## config.mk

```make
export PLATFORM = sky130hd
export DESIGN_NAME = hvp_port_top
export DESIGN_NICKNAME = d
export VERILOG_FILES = /design/src/verilog/hvp_pkg.sv /design/src/verilog/hvp_gpio_port.sv /design/src/verilog/hvp_hv_out.sv /design/src/verilog/hvp_port_top.sv
export VERILOG_INCLUDE_DIRS = /design/src /design/src/verilog
export SDC_FILE = /design/constraint.sdc
export NUM_CORES = 1
export LEC_CHECK = 0
export BUFFER_PORTS_ARGS = -buffer_cell sky130_fd_sc_hd__buf_2
export CORE_MARGIN = 3
export CORE_UTILIZATION = 50
export CTS_CLUSTER_DIAMETER = 80
export CTS_CLUSTER_SIZE = 8
export DETAILED_ROUTE_END_ITERATION = 10
export PLACE_DENSITY = 0.88
export RECOVER_POWER = 50
export SETUP_SLACK_MARGIN = 0.3
export SLEW_MARGIN = 10
export SYNTH_ARGS = -nofsm -noshare
export SYNTH_HDL_FRONTEND = slang
export SYNTH_HIERARCHICAL = 1
export SYNTH_SLANG_ARGS = --single-unit
export TNS_END_PERCENT = 20
```

## constraint.sdc

```tcl
create_clock -name clk -period 3.55 [get_ports clk]
set_input_delay 1.065 -clock clk [delete_from_list [all_inputs] [get_ports clk]]
set_output_delay 1.065 -clock clk [all_outputs]
set_load 0.05 [all_outputs]
```

## src/verilog/hvp_port_map.svh

```systemverilog
// offsets, field positions, reset values and pin masks of the port block
// assumes an 8-bit register address and 8-bit data on the register port
//
// Functional notes
// - 45 programmable pins in six two-way ports, one direction bit per pin.
// - direction bit 0 makes the pin an input with its driver off.
// - direction bit 1 drives the pin from its output latch bit; open-drain p5 drives only 0s, p8 only 1s.
// - reading an output bit returns the latch, not the pin.
// - writes always reach the latch; an input pin stays undriven.
// - four high-voltage high-side open-drain ports; three output-only.
// - reset switches every high-voltage high-side driver off.
// - control bit 0 set at 0x38 selects slowed high-voltage transitions.
// - reset clears control bit 0, selecting strong drive.
// - reset clears all two-way port direction bits: pins start as inputs.
`ifndef HVP_PORT_MAP_SVH
`define HVP_PORT_MAP_SVH

// *****************************************************************
// register offsets
// *****************************************************************
`define HVP_OFS_P0_DATA  8'h00
`define HVP_OFS_P1_DATA  8'h02
`define HVP_OFS_P2_DATA  8'h04
`define HVP_OFS_P2_DIR   8'h05
`define HVP_OFS_P3_DATA  8'h06
`define HVP_OFS_P4_DATA  8'h08
`define HVP_OFS_P4_DIR   8'h09
`define HVP_OFS_P5_DATA  8'h0A
`define HVP_OFS_P5_DIR   8'h0B
`define HVP_OFS_P6_DATA  8'h0C
`define HVP_OFS_P6_DIR   8'h0D
`define HVP_OFS_P7_DATA  8'h0E
`define HVP_OFS_P7_DIR   8'h0F
`define HVP_OFS_P8_DATA  8'h10
`define HVP_OFS_P8_DIR   8'h11
`define HVP_OFS_HV_CTRL  8'h38

// *****************************************************************
// fields, reset values, implemented pins
// *****************************************************************
`define HVP_HV_CTRL_SLOW_BIT 0
`define HVP_RST_LATCH        8'h00
`define HVP_RST_DIR          8'h00
`define HVP_RST_HV_CTRL      8'h00
`define HVP_RD_UNMAPPED      8'h00
`define HVP_MASK_FULL        8'hFF
`define HVP_MASK_P4          8'hFE
`define HVP_MASK_P6          8'h3F

`endif

```

## src/verilog/hvp_pkg.sv

```systemverilog
// types shared by the port block files
// assumes the constants of hvp_port_map.svh for values
`default_nettype none
package hvp_pkg;

	// register port request, one cycle per access
	typedef struct packed {
		logic [7:0] addr;
		logic [7:0] wdata;
		logic       wr;
		logic       rd;
	} hvp_bus_t;

	// one 8-bit pad group: level driven and active-low enable
	typedef struct packed {
		logic [7:0] lvl;
		logic [7:0] oe_n;
	} hvp_pad_t;

endpackage
`default_nettype wire

```

## src/verilog/hvp_gpio_port.sv

```systemverilog
// direction and output latch of one two-way port, with its read value
// assumes pins already synchronous to clk
`timescale 1ns/10ps
`default_nettype none
`include "hvp_port_map.svh"
module hvp_gpio_port #(
	parameter logic [7:0] MASK = 8'hFF
) (
	input  wire logic       clk,
	input  wire logic       rst_n,
	input  wire logic       wr_data,
	input  wire logic       wr_dir,
	input  wire logic [7:0] wdata,
	input  wire logic [7:0] pin,
	output logic      [7:0] latch_reg,
	output logic      [7:0] dir_reg,
	output logic      [7:0] rd_val
);
	import hvp_pkg::*;

	// latch is written whatever the direction
	always_ff @(posedge clk) begin
		if (!rst_n) begin
			latch_reg <= `HVP_RST_LATCH;
		end else if (wr_data) begin
			latch_reg <= wdata & MASK;
		end
	end

	// missing pins keep direction 0 so they never drive
	always_ff @(posedge clk) begin
		if (!rst_n) begin
			dir_reg <= `HVP_RST_DIR;
		end else if (wr_dir) begin
			dir_reg <= wdata & MASK;
		end
	end

	assign rd_val = ((dir_reg & latch_reg) | (~dir_reg & pin)) & MASK;

endmodule // hvp_gpio_port
`default_nettype wire

```

## src/verilog/hvp_hv_out.sv

```systemverilog
// output latch of one output-only high-voltage port
// assumes an external pull-down to the pull-down rail on every pin
`timescale 1ns/10ps
`default_nettype none
`include "hvp_port_map.svh"
module hvp_hv_out (
	input  wire logic       clk,
	input  wire logic       rst_n,
	input  wire logic       wr,
	input  wire logic [7:0] wdata,
	output logic      [7:0] latch_reg
);
	import hvp_pkg::*;

	// reset leaves the high-side driver off, pull-down sets the level
	always_ff @(posedge clk) begin
		if (!rst_n) begin
			latch_reg <= `HVP_RST_LATCH;
		end else if (wr) begin
			latch_reg <= wdata;
		end
	end

endmodule // hvp_hv_out
`default_nettype wire

```

## src/verilog/hvp_port_top.sv

```systemverilog
// parallel port block: direction, latches, reads, high-voltage drive
// assumes a one-cycle strobe register port and pins synchronous to clk
`timescale 1ns/10ps
`default_nettype none
`include "hvp_port_map.svh"
module hvp_port_top (
	input  wire logic             clk,
	input  wire logic             rst_n,
	input  wire hvp_pkg::hvp_bus_t bus,
	output logic           [7:0]  rdata,
	input  wire logic      [7:0]  p2_pin,
	input  wire logic      [7:0]  p4_pin,
	input  wire logic      [7:0]  p5_pin,
	input  wire logic      [7:0]  p6_pin,
	input  wire logic      [7:0]  p7_pin,
	input  wire logic      [7:0]  p8_pin,
	output hvp_pkg::hvp_pad_t     p0_pad,
	output hvp_pkg::hvp_pad_t     p1_pad,
	output hvp_pkg::hvp_pad_t     p2_pad,
	output hvp_pkg::hvp_pad_t     p3_pad,
	output hvp_pkg::hvp_pad_t     p4_pad,
	output hvp_pkg::hvp_pad_t     p5_pad,
	output hvp_pkg::hvp_pad_t     p6_pad,
	output hvp_pkg::hvp_pad_t     p7_pad,
	output hvp_pkg::hvp_pad_t     p8_pad,
	output logic                  hv_slow
);
	import hvp_pkg::*;

	// *****************************************************************
	// pad helpers
	// *****************************************************************

	// push-pull pin: drives the latch while set to output
	function automatic hvp_pad_t cmos_pad(input logic [7:0] latch,
			input logic [7:0] dir);
		hvp_pad_t p;
		p.lvl  = latch;
		p.oe_n = ~dir;
		return p;
	endfunction

	// high-side open drain: only a 1 is ever driven
	function automatic hvp_pad_t hv_pad(input logic [7:0] on);
		hvp_pad_t p;
		p.lvl  = on;
		p.oe_n = ~on;
		return p;
	endfunction

	// low-side open drain: only a 0 is ever driven
	function automatic hvp_pad_t low_pad(input logic [7:0] latch,
			input logic [7:0] dir);
		hvp_pad_t p;
		p.lvl  = 8'h00;
		p.oe_n = ~(dir & ~latch);
		return p;
	endfunction

	// *****************************************************************
	// write decode
	// *****************************************************************
	logic wr_p0;
	logic wr_p1;
	logic wr_p2;
	logic wr_p2_dir;
	logic wr_p3;
	logic wr_p4;
	logic wr_p4_dir;
	logic wr_p5;
	logic wr_p5_dir;
	logic wr_p6;
	logic wr_p6_dir;
	logic wr_p7;
	logic wr_p7_dir;
	logic wr_p8;
	logic wr_p8_dir;
	logic wr_ctrl;

	assign wr_p0     = bus.wr && (bus.addr == `HVP_OFS_P0_DATA);
	assign wr_p1     = bus.wr && (bus.addr == `HVP_OFS_P1_DATA);
	assign wr_p2     = bus.wr && (bus.addr == `HVP_OFS_P2_DATA);
	assign wr_p2_dir = bus.wr && (bus.addr == `HVP_OFS_P2_DIR);
	assign wr_p3     = bus.wr && (bus.addr == `HVP_OFS_P3_DATA);
	assign wr_p4     = bus.wr && (bus.addr == `HVP_OFS_P4_DATA);
	assign wr_p4_dir = bus.wr && (bus.addr == `HVP_OFS_P4_DIR);
	assign wr_p5     = bus.wr && (bus.addr == `HVP_OFS_P5_DATA);
	assign wr_p5_dir = bus.wr && (bus.addr == `HVP_OFS_P5_DIR);
	assign wr_p6     = bus.wr && (bus.addr == `HVP_OFS_P6_DATA);
	assign wr_p6_dir = bus.wr && (bus.addr == `HVP_OFS_P6_DIR);
	assign wr_p7     = bus.wr && (bus.addr == `HVP_OFS_P7_DATA);
	assign wr_p7_dir = bus.wr && (bus.addr == `HVP_OFS_P7_DIR);
	assign wr_p8     = bus.wr && (bus.addr == `HVP_OFS_P8_DATA);
	assign wr_p8_dir = bus.wr && (bus.addr == `HVP_OFS_P8_DIR);
	assign wr_ctrl   = bus.wr && (bus.addr == `HVP_OFS_HV_CTRL);

	// *****************************************************************
	// output-only high-voltage ports
	// *****************************************************************
	logic [7:0] p0_latch;
	logic [7:0] p1_latch;
	logic [7:0] p3_latch;

	hvp_hv_out u_p0 (
		.clk       (clk),
		.rst_n     (rst_n),
		.wr        (wr_p0),
		.wdata     (bus.wdata),
		.latch_reg (p0_latch)
	);

	hvp_hv_out u_p1 (
		.clk       (clk),
		.rst_n     (rst_n),
		.wr        (wr_p1),
		.wdata     (bus.wdata),
		.latch_reg (p1_latch)
	);

	hvp_hv_out u_p3 (
		.clk       (clk),
		.rst_n     (rst_n),
		.wr        (wr_p3),
		.wdata     (bus.wdata),
		.latch_reg (p3_latch)
	);

	// *****************************************************************
	// two-way ports: 8 + 7 + 8 + 6 + 8 + 8 = 45 pins
	// *****************************************************************
	logic [7:0] p2_latch;
	logic [7:0] p2_dir;
	logic [7:0] p2_rd;
	logic [7:0] p4_latch;
	logic [7:0] p4_dir;
	logic [7:0] p4_rd;
	logic [7:0] p5_latch;
	logic [7:0] p5_dir;
	logic [7:0] p5_rd;
	logic [7:0] p6_latch;
	logic [7:0] p6_dir;
	logic [7:0] p6_rd;
	logic [7:0] p7_latch;
	logic [7:0] p7_dir;
	logic [7:0] p7_rd;
	logic [7:0] p8_latch;
	logic [7:0] p8_dir;
	logic [7:0] p8_rd;

	hvp_gpio_port #(.MASK(`HVP_MASK_FULL)) u_p2 (
		.clk       (clk),
		.rst_n     (rst_n),
		.wr_data   (wr_p2),
		.wr_dir    (wr_p2_dir),
		.wdata     (bus.wdata),
		.pin       (p2_pin),
		.latch_reg (p2_latch),
		.dir_reg   (p2_dir),
		.rd_val    (p2_rd)
	);

	// bit 0 is an input-only pin, so it has no direction bit
	hvp_gpio_port #(.MASK(`HVP_MASK_P4)) u_p4 (
		.clk       (clk),
		.rst_n     (rst_n),
		.wr_data   (wr_p4),
		.wr_dir    (wr_p4_dir),
		.wdata     (bus.wdata),
		.pin       (p4_pin),
		.latch_reg (p4_latch),
		.dir_reg   (p4_dir),
		.rd_val    ()
	);

	assign p4_rd = p4_rd_fix(p4_latch, p4_dir, p4_pin);

	// input-only bit 0 still reads its pin
	function automatic logic [7:0] p4_rd_fix(input logic [7:0] latch,
			input logic [7:0] dir, input logic [7:0] pin);
		logic [7:0] v;
		v = ((dir & latch) | (~dir & pin)) & `HVP_MASK_P4;
		v[0] = pin[0];
		return v;
	endfunction

	hvp_gpio_port #(.MASK(`HVP_MASK_FULL)) u_p5 (
		.clk       (clk),
		.rst_n     (rst_n),
		.wr_data   (wr_p5),
		.wr_dir    (wr_p5_dir),
		.wdata     (bus.wdata),
		.pin       (p5_pin),
		.latch_reg (p5_latch),
		.dir_reg   (p5_dir),
		.rd_val    (p5_rd)
	);

	hvp_gpio_port #(.MASK(`HVP_MASK_P6)) u_p6 (
		.clk       (clk),
		.rst_n     (rst_n),
		.wr_data   (wr_p6),
		.wr_dir    (wr_p6_dir),
		.wdata     (bus.wdata),
		.pin       (p6_pin),
		.latch_reg (p6_latch),
		.dir_reg   (p6_dir),
		.rd_val    (p6_rd)
	);

	hvp_gpio_port #(.MASK(`HVP_MASK_FULL)) u_p7 (
		.clk       (clk),
		.rst_n     (rst_n),
		.wr_data   (wr_p7),
		.wr_dir    (wr_p7_dir),
		.wdata     (bus.wdata),
		.pin       (p7_pin),
		.latch_reg (p7_latch),
		.dir_reg   (p7_dir),
		.rd_val    (p7_rd)
	);

	// high-voltage two-way port, no internal pull-downs
	hvp_gpio_port #(.MASK(`HVP_MASK_FULL)) u_p8 (
		.clk       (clk),
		.rst_n     (rst_n),
		.wr_data   (wr_p8),
		.wr_dir    (wr_p8_dir),
		.wdata     (bus.wdata),
		.pin       (p8_pin),
		.latch_reg (p8_latch),
		.dir_reg   (p8_dir),
		.rd_val    (p8_rd)
	);

	// *****************************************************************
	// high-voltage drive control
	// *****************************************************************
	// a literal cannot be bit-selected, so the reset word gets a name
	localparam logic [7:0] HV_CTRL_RST = `HVP_RST_HV_CTRL;
	logic hv_ctrl_reg;

	always_ff @(posedge clk) begin
		if (!rst_n) begin
			hv_ctrl_reg <= HV_CTRL_RST[`HVP_HV_CTRL_SLOW_BIT];
		end else if (wr_ctrl) begin
			hv_ctrl_reg <= bus.wdata[`HVP_HV_CTRL_SLOW_BIT];
		end
	end

	assign hv_slow = hv_ctrl_reg;

	// *****************************************************************
	// pads
	// *****************************************************************
	// output-only ports read back their latch, driver follows it
	assign p0_pad = hv_pad(p0_latch);
	assign p1_pad = hv_pad(p1_latch);
	assign p3_pad = hv_pad(p3_latch);
	// p8 drives only when set to output and the latch holds 1
	assign p8_pad = hv_pad(p8_dir & p8_latch);
	assign p2_pad = cmos_pad(p2_latch, p2_dir);
	assign p4_pad = cmos_pad(p4_latch, p4_dir);
	assign p5_pad = low_pad(p5_latch, p5_dir);
	assign p6_pad = cmos_pad(p6_latch, p6_dir);
	assign p7_pad = cmos_pad(p7_latch, p7_dir);

	// *****************************************************************
	// read path: data valid the cycle after the strobe
	// *****************************************************************
	logic [7:0] rdata_next;

	always_comb begin
		unique case (bus.addr)
			`HVP_OFS_P0_DATA: rdata_next = p0_latch;
			`HVP_OFS_P1_DATA: rdata_next = p1_latch;
			`HVP_OFS_P2_DATA: rdata_next = p2_rd;
			`HVP_OFS_P2_DIR:  rdata_next = p2_dir;
			`HVP_OFS_P3_DATA: rdata_next = p3_latch;
			`HVP_OFS_P4_DATA: rdata_next = p4_rd;
			`HVP_OFS_P4_DIR:  rdata_next = p4_dir;
			`HVP_OFS_P5_DATA: rdata_next = p5_rd;
			`HVP_OFS_P5_DIR:  rdata_next = p5_dir;
			`HVP_OFS_P6_DATA: rdata_next = p6_rd;
			`HVP_OFS_P6_DIR:  rdata_next = p6_dir;
			`HVP_OFS_P7_DATA: rdata_next = p7_rd;
			`HVP_OFS_P7_DIR:  rdata_next = p7_dir;
			`HVP_OFS_P8_DATA: rdata_next = p8_rd;
			`HVP_OFS_P8_DIR:  rdata_next = p8_dir;
			`HVP_OFS_HV_CTRL: rdata_next = {7'h00, hv_ctrl_reg};
			default:          rdata_next = `HVP_RD_UNMAPPED;
		endcase
	end

	// zero outside a read answer keeps a stale value off the bus
	always_ff @(posedge clk) begin
		if (!rst_n) begin
			rdata <= 8'h00;
		end else if (bus.rd) begin
			rdata <= rdata_next;
		end else begin
			rdata <= 8'h00;
		end
	end

endmodule // hvp_port_top
`default_nettype wire

```

### Yosys cells after proc, flatten, opt, wreduce, memory -nomap -nowiden

Index checks and enable logic that the tools add are counted.

* reduce and logical (&&, ||, !) cells: 18
* magnitude comparators: 0
* add/sub/neg operators: 0
* eq/ne operators: 15
* multiply operators: 0
* shift operators: 0
* divide/modulo/power cells: 0
* bitwise logic cells: 31
* mux-type cells: 1

Operators with widths (number)
* $pmux W8 S16: 1
* $and A8 B8 Y8: 11
* $not A8 Y8: 11
* $eq A8 B4 Y1 const B: 8
* $or A8 B8 Y8: 5
* $eq A8 B3 Y1 const B: 3
* $eq A8 B5 Y1 const B: 2
* $logic_and A1 B1 Y1: 16
* $and A6 B6 Y6: 2
* $eq A8 B2 Y1 const B: 1
* $eq A8 B6 Y1 const B: 1
* $logic_not A8 Y1: 1
* $not A6 Y8: 1
* $or A6 B6 Y6: 1
* $reduce_and A2 Y1: 1

* ROM bits: 0
* logic and storage cells: 82
* register bits: 123
* latch bits: 0
* input bits: 68
* memories: 0
* bits in writable memories: 0

### Depth between registers and ports, before layout

Gate-level depths: netlist (run 1).

* word-level depth: 4
* mapped depth: 8
* gate-level depth less buffers: 6

### Cells and area by module

Netlist (run 1), hierarchy kept.

By module, submodules not included
* hvp_gpio_port at u_p2 ...: instances 4, area an instance 698.2 µm², cells an instance 59
* hvp_port_top: instances 1, area an instance 2042.0 µm², cells an instance 320
* hvp_hv_out: instances 3, area an instance 301.5 µm², cells an instance 25
* hvp_gpio_port at u_p4: instances 1, area an instance 640.6 µm², cells an instance 56
* hvp_gpio_port at u_p6: instances 1, area an instance 579.3 µm², cells an instance 52

### Worst setup path before layout (run 1)

OpenSTA, ideal clock, no wires.

* path type: input to register
* start point: in bus[15] (netlist bit)
* end point: reg u_p7.latch_reg[0]
* path buffers: 3
* setup time: 0.117 ns
* data required time: 3.433 ns
* arrival time: 2.394 ns
* path slack: 1.039 ns
* stages on the path: 8
* cell sequence: nor4_4 > buf_6 > buf_2 > nand2_1 > nor2_1 > buf_6 > mux2i_1 > nor2b_1

* cells in the longest elaborated chain, start to end: 2

RTL lines
* start: declaration: RTL line hvp_port_top.sv:9 `input wire hvp_pkg::hvp_bus_t bus,`
* $eq A8 B4 Y1
* $logic_and A1 B1 Y1: RTL line hvp_port_top.sv:91 `` assign wr_p7 = bus.wr && (bus.addr == `HVP_OFS_P7_DATA); ``
* named net wr_p7: RTL line hvp_port_top.sv:74 `logic wr_p7;`
* end signal: assignment: RTL line hvp_gpio_port.sv:24 `` latch_reg <= `HVP_RST_LATCH; ``
* end signal: assignment: RTL line hvp_gpio_port.sv:26 `latch_reg <= wdata & MASK;`
* end: declaration: RTL line hvp_gpio_port.sv:15 `output logic [7:0] latch_reg,`

The timed path passes the listed nets, and every way through them passes these cells.
A chain may end at the register's enable or synchronous reset.

### Final worst setup path (run 1)

* start point: in bus[11] (netlist bit)
* end point: reg u_p2.latch_reg[5]

* cells in the longest elaborated chain, start to end: 2

RTL lines
* $eq A8 B3 Y1
* $logic_and A1 B1 Y1: RTL line hvp_port_top.sv:82 `` assign wr_p2 = bus.wr && (bus.addr == `HVP_OFS_P2_DATA); ``
* named net wr_p2: RTL line hvp_port_top.sv:65 `logic wr_p2;`
* end signal: assignment: RTL line hvp_gpio_port.sv:24
* end signal: assignment: RTL line hvp_gpio_port.sv:26
* end: declaration: RTL line hvp_gpio_port.sv:15

The timed path passes the listed nets, and every way through them passes these cells.

==> impl_results.md, run 1 <==
- Status: finished, final reports clean
- Wire per inst: around 20 um
- Mapped Cells: ~730
- Final ANT Viol Nets: 0
- Hold-fix buffer count after cts: 0
- Final setup fails: 0
- CTS Buf Count: 17
- Clock transition at path regs: 0.05 ns
- Core Box Area: approximately 0.013 sq mm
- Maximum root-to-sink buffer count: 2
- Net Sw Power: roughly 0.8 mW
- Die height: ~120 um
- # Post-CTS Setup Buffers: 0
- Largest net degree at the start of global routing: around 120
- Post-route setup TNS: 0 ns
- Area growth syn-to-layout: 20.6%
- Port bufs: between 200 and 250
- Fin nets: 1003
- Sw frac: ~24%
- HP Start: hv_slow
- Sink Count: between 100 and 150
- Initial drt markers: slightly above 500
- Avg Cell Area, Syn: between 9 and 10 sq um
- Worst min path class: flop to flop
- F_max: 0.347 GHz
- Via count: around 6200
- PD cells: 399 mW/mm^2
- First-pass GRT wire length: approximately 33000 um
- Worst R2R Start: u_p7/dir_reg[6]
- Power share of the clock group: about half
- R2r endpoint: rdata[6]
- LEAKAGE: ~2.7 nW
- Post-cts resize count: 0
- Design Area, Final: 0.00829 sq mm
- CP endpoint kind: flop
- Overflow after GRT: 0
- Hold Fails Final Rpt: 0
- Ports: 221
- Mapped Area: a little under 0.007 sq mm
- Total GRT Usage: 29.1%
- Initial antenna violation count: 0
- Slew margin rel.: between 30% and 40%
- Worst EP required: approximately 3.9 ns
- N_diodes: 0
- Reg power frac: a little over two fifths
- DR pass1 iterations: 5
- Clock root buffer: clkbuf_16
- Tot Pwr: between 3 and 4 mW
- # H-tree levels: 4
- WL final: between 20000 and 25000 um
- Tightest Pin Transition: about 0.99 ns
- Power Internal: roughly 2.5 mW
- Layout cell share with drive strength beyond 1: between 15 and 20%
- Clk_lat worst skew: roughly 0.42 ns
- DR vias/cell: roughly 5.5
- Final Core Density: between 60% and 70%
- Gp weighted congestion: approximately 0.97
- Slew Viols, Final: 0
- Placed standard-cell area: 0.00791 sq mm
- Peak supply drop: a little under 0.3 mV
- Max Fanout on Critical Path: 26
- CTS tree: built
- Worst r2r path cells: 5
- Fin crit share: roughly four fifths
- Comb pwr share: under 10%
- Worst EP arrival: about 3.2 ns
- Worst Setup Start Kind: primary input
- Die span in x: between 100 and 150 um
- Reg2Reg Setup Slack: 1.74 ns
- Detail Placement HPWL: 16000 um
- DRC: 0
- Worst hold endpoint: hv_slow
- Worst hold stages: 2
- Synth warn: 6
- Worst Skew: 0.00429 ns
- Maxcap violations: 0
- Tmin final: 2.88 ns
- Vias in the first global route: approximately 5900
- Die area: 0.0152 sq mm
- Critical setup path kind: primary input to flop
- FP Rows: 42
- Initial core utilization: between 50% and 60%
- RSZ-0062 raised after global routing: false
## per-stage QoR
| step | std cells | hold WS [ns] | worst slack (ns) |
|---|---|---|---|
| 3_3_place_gp | 1092 | 0.475 | 0.453 |
| 3_5_place_dp | 1092 | 0.482 | 0.420 |
| 2_1_floorplan | 744 | 0.491 | 1.04 |
| 5_1_grt | 1124 | 0.528 | 0.611 |
| 6_report | 1124 | 0.501 | 0.671 |
| 4_1_cts | 1124 | 0.491 | 0.815 |
## placed cells by master (no fill, tap or decap), types with 16 or more instances in the layout
master,n
buf_2,74
buf_4,23
clkbuf_1,137
clkbuf_16,17
conb_1,16
dfxtp_1,123
inv_1,67
mux2_2,46
mux2i_1,144
nand2_1,31
nand3_1,18
nor2_1,21
nor2b_1,122
## metal layers
metal / vias up / global-route usage (%) / routed length, um / part of all wire [%]
met5: - / 0 / 0 / 0
met4: 0 / 10.9 / 655 / 2.9
met3: 60 / 8.05 / 2120 / 9.4
met2: 348 / 46.4 / 10400 / 47
met1: 2922 / 37.6 / 9230 / 41
li1: 2871 / - / - / -
## power groups by stage
stage | logic, mW | registers [mW] | clock network [mW]
global placement | 0.282 | 1.41 | 0
global route | 0.306 | 1.38 | 1.69
finish | 0.292 | 1.38 | 1.63
CTS | 0.285 | 1.38 | 1.64
detailed placement | 0.283 | 1.41 | 0
floorplan | 0.178 | 1.42 | 0
## worst max path at each step
stage,slack (ns),end,cells after the start,start
6_report,0.67,u_p2/latch_reg[5],7,bus[11]
5_1_grt,0.61,u_p2/latch_reg[5],7,bus[11]
3_5_place_dp,0.42,u_p8/latch_reg[3],6,bus[15]
3_3_place_gp,0.45,u_p8/latch_reg[4],6,bus[15]
2_1_floorplan,1.04,u_p7/latch_reg[0],8,bus[15]
4_1_cts,0.82,u_p8/latch_reg[5],6,bus[15]
## critical path: stages
cell	delay, ns
buf_2	0.31
nor2_1	0.71
nand2_2	0.35
nor2_1	0.19
buf_4	0.22
mux2i_1	0.24
nor2b_1	0.08
## cell type report
class	instances	area, sq um
fill	1205	5060
multi-input combinational	499	3780
sequential	123	2460
timing repair buffer	227	1030
clock buffer	24	452
inverter	67	251
tap	176	220
clock inverter	8	95.1
No activity file was read; power rests on OpenSTA's default activity.
==> run 2: changes to the inputs <==
Settings changed: ABC_AREA set to 1, PLACE_DENSITY 0.88 to 0.86.
Clock period 3.55 ns to 2.85 ns, I/O delays scaled along.
==> impl_results.md, run 2 <==
- Status: finished, final reports clean
- Most common cell after layout, fill and taps aside: nand2_1
- Top delay family on crit path: simple AND/OR/NAND/NOR gates
- Synth warn: 6
- Total GRT Usage: ~28%
- Detail Placement HPWL: approximately 17000 um
- CTS Buf Count: 17
- HP Start: u_p8/latch_reg[6]
- Ports: between 200 and 250
- Mapped Area: 0.00754 sq mm
- Worst r2r path cells: 7
- Layout cell share with drive strength beyond 1: 14.7%
- Area growth syn-to-layout: 18.1%
- Die area: around 0.017 sq mm
- Worst EP arrival: between 2 and 3 ns
- Via count: between 8000 and 9000
- Worst Skew: around 0.0093 ns
- Critical setup path kind: primary input to flop
- FP Rows: 44
- Clk_lat worst skew: roughly 0.41 ns
- Max incr delay on CP: 0.62 ns
- Avg Cell Area, Syn: around 6.0 sq um
- Port bufs: between 200 and 250
- PD cells: 498 mW/mm^2
- Overflow after GRT: 0
- Die span in x: 129 um
- LEAKAGE: approximately 4.3 nW
- DR vias/cell: roughly 5
- Gp weighted congestion: approximately 0.97
- Final Core Density: between 60% and 70%
- First-pass GRT wire length: between 30000 and 40000 um
- Tmin final: between 2 and 2.5 ns
- Clock transition at path regs: ~0.060 ns
- Worst EP required: between 3 and 4 ns
- Vias in the first global route: around 7000
- Final ANT Viol Nets: 0
- Hold-fix buffer count after cts: 0
- Initial core utilization: 51.5%
- # Post-CTS Setup Buffers: 0
- Clock root buffer: clkbuf_16
- Reg2Reg Setup Slack: between 1 and 1.5 ns
- Die height: roughly 130 um
- Most frequent cells in the layout: nand2_1 (379), nor2_1 (294), inv_1 (191)
- Maxcap violations: 0
- Initial drt markers: just under 900
- RSZ-0062 raised after global routing: false
- Slew margin rel.: 49.5%
- CP endpoint kind: flop
- Initial antenna violation count: 1
- Post-cts resize count: 0
- Final setup fails: 0
- Wire per inst: around 14 um
- Post-route setup TNS: 0 ns
- # H-tree levels: 4
- Worst R2R Start: u_p2/dir_reg[2]
- Largest net degree at the start of global routing: between 50 and 60
- Maximum root-to-sink buffer count: 2
- DRC: 0
- R2r endpoint: rdata[2]
- Worst Setup Start Kind: primary input
- Worst path cell trace: buf_2 -> nor2_1 -> nand2_1 -> nor4_1 -> clkbuf_1 -> nand2_1 -> nand2_1 -> nor2_1
- Crit-path slowest cell: clkbuf_1
- Worst min path class: flop to flop
- Critical path's most frequent cell: nand2_1
- WL final: 23900 um
- FILL cells: about 1400
- Tot Pwr: between 4 and 5 mW
- Max Fanout on Critical Path: 16
- Worst hold endpoint: u_p8/latch_reg[6]
- Worst hold stages: 2
- DR pass1 iterations: 8
- Mapped Cells: roughly 1300
- Slew Viols, Final: 0
- Peak supply drop: slightly above 0.4 mV
- Sink Count: between 100 and 150
- Tightest Pin Transition: between 0.7 and 0.8 ns
- Crit. Startpoint: bus[14]
- CTS tree: built
- Core Box Area: 0.0146 sq mm
- F_max: between 0.4 and 0.5 GHz
- Buffers & Inverters on Critical Path: 2
- Fin crit share: between 80% and 90%
- Hold Fails Final Rpt: 0
- Fin nets: around 1500
## run 2: cell types whose count changed in the layout (fill, tap and decap cells not counted), sizes merged, moves of 9 or more
| cell | previous run | this run |
|---|---|---|
| nand2 | 33 | 408 |
| o22ai | 10 | 0 |
| a31oi | 10 | 0 |
| o21ai | 13 | 39 |
| clkbuf | 154 | 118 |
| inv | 67 | 195 |
| mux2 | 46 | 0 |
| nor2b | 122 | 0 |
| mux2i | 144 | 0 |
| nand3 | 18 | 101 |
| buf | 97 | 134 |
| a22oi | 9 | 0 |
| nor2 | 21 | 311 |
## run 2: stage by stage
step,hold slack [ns],setup slack [ns],instances,cell area [sq um]
after floorplan,0.459,0.659,1273,7590
after global placement,0.454,0.470,1618,8440
after detailed placement,0.475,0.440,1618,8440
after CTS,0.483,0.630,1649,9080
after global routing,0.507,0.404,1650,8900
final,0.483,0.507,1650,8900
## run 2: layout make-up
class / count / area, sq um / share of cell area, %
clock buffers: 24 / 502 / 5.63
well taps: 184 / 230 / 2.59
repair buffers: 228 / 1100 / 12.4
diodes: 1 / 2.50 / 0.0281
inverters: 195 / 732 / 8.22
flip-flops and latches: 123 / 2460 / 27.7
clock inverters: 7 / 135 / 1.52
multi-input cells: 888 / 3740 / 42.0
## run 2: where the power goes
part | leakage (nW) | switching [mW] | internal (mW) | total, mW
logic | 3.04 | 0.269 | 0.0983 | 0.367
registers | 0.990 | 0.00439 | 1.72 | 1.73
clock network | 0.316 | 0.766 | 1.57 | 2.34
total | 4.34 | 1.04 | 3.39 | 4.43
## run 2: routing by layer
| layer | vias up | part of all wire, % | track usage [%] |
|---|---|---|---|
| met4 | 0 | 3.2 | 10.3 |
| met2 | 535 | 45 | 45.4 |
| met3 | 53 | 11 | 6.60 |
| li1 | 4080 | - | - |
| met1 | 3561 | 40 | 36.1 |
| met5 | - | 0 | 0 |
## run 2: worst register-to-register path: cells and delay by family (launching register included)
family | cells | cell delay (ns)
AND/OR/NAND/NOR | 6 | 0.64
AO/OA/AOI/OAI | 1 | 0.18
flip-flops | 1 | 0.42
## run 2: worst max-delay path by stage
stage / to / slack (ns) / depth (start not counted)
finish: u_p2/dir_reg[7] / 0.51 / 8
floorplan: u_p4/dir_reg[6] / 0.66 / 8
global placement: u_p8/latch_reg[0] / 0.47 / 10
CTS: p5_pad[6] / 0.63 / 3
detailed placement: u_p8/latch_reg[4] / 0.44 / 10
global route: u_p2/dir_reg[1] / 0.40 / 8
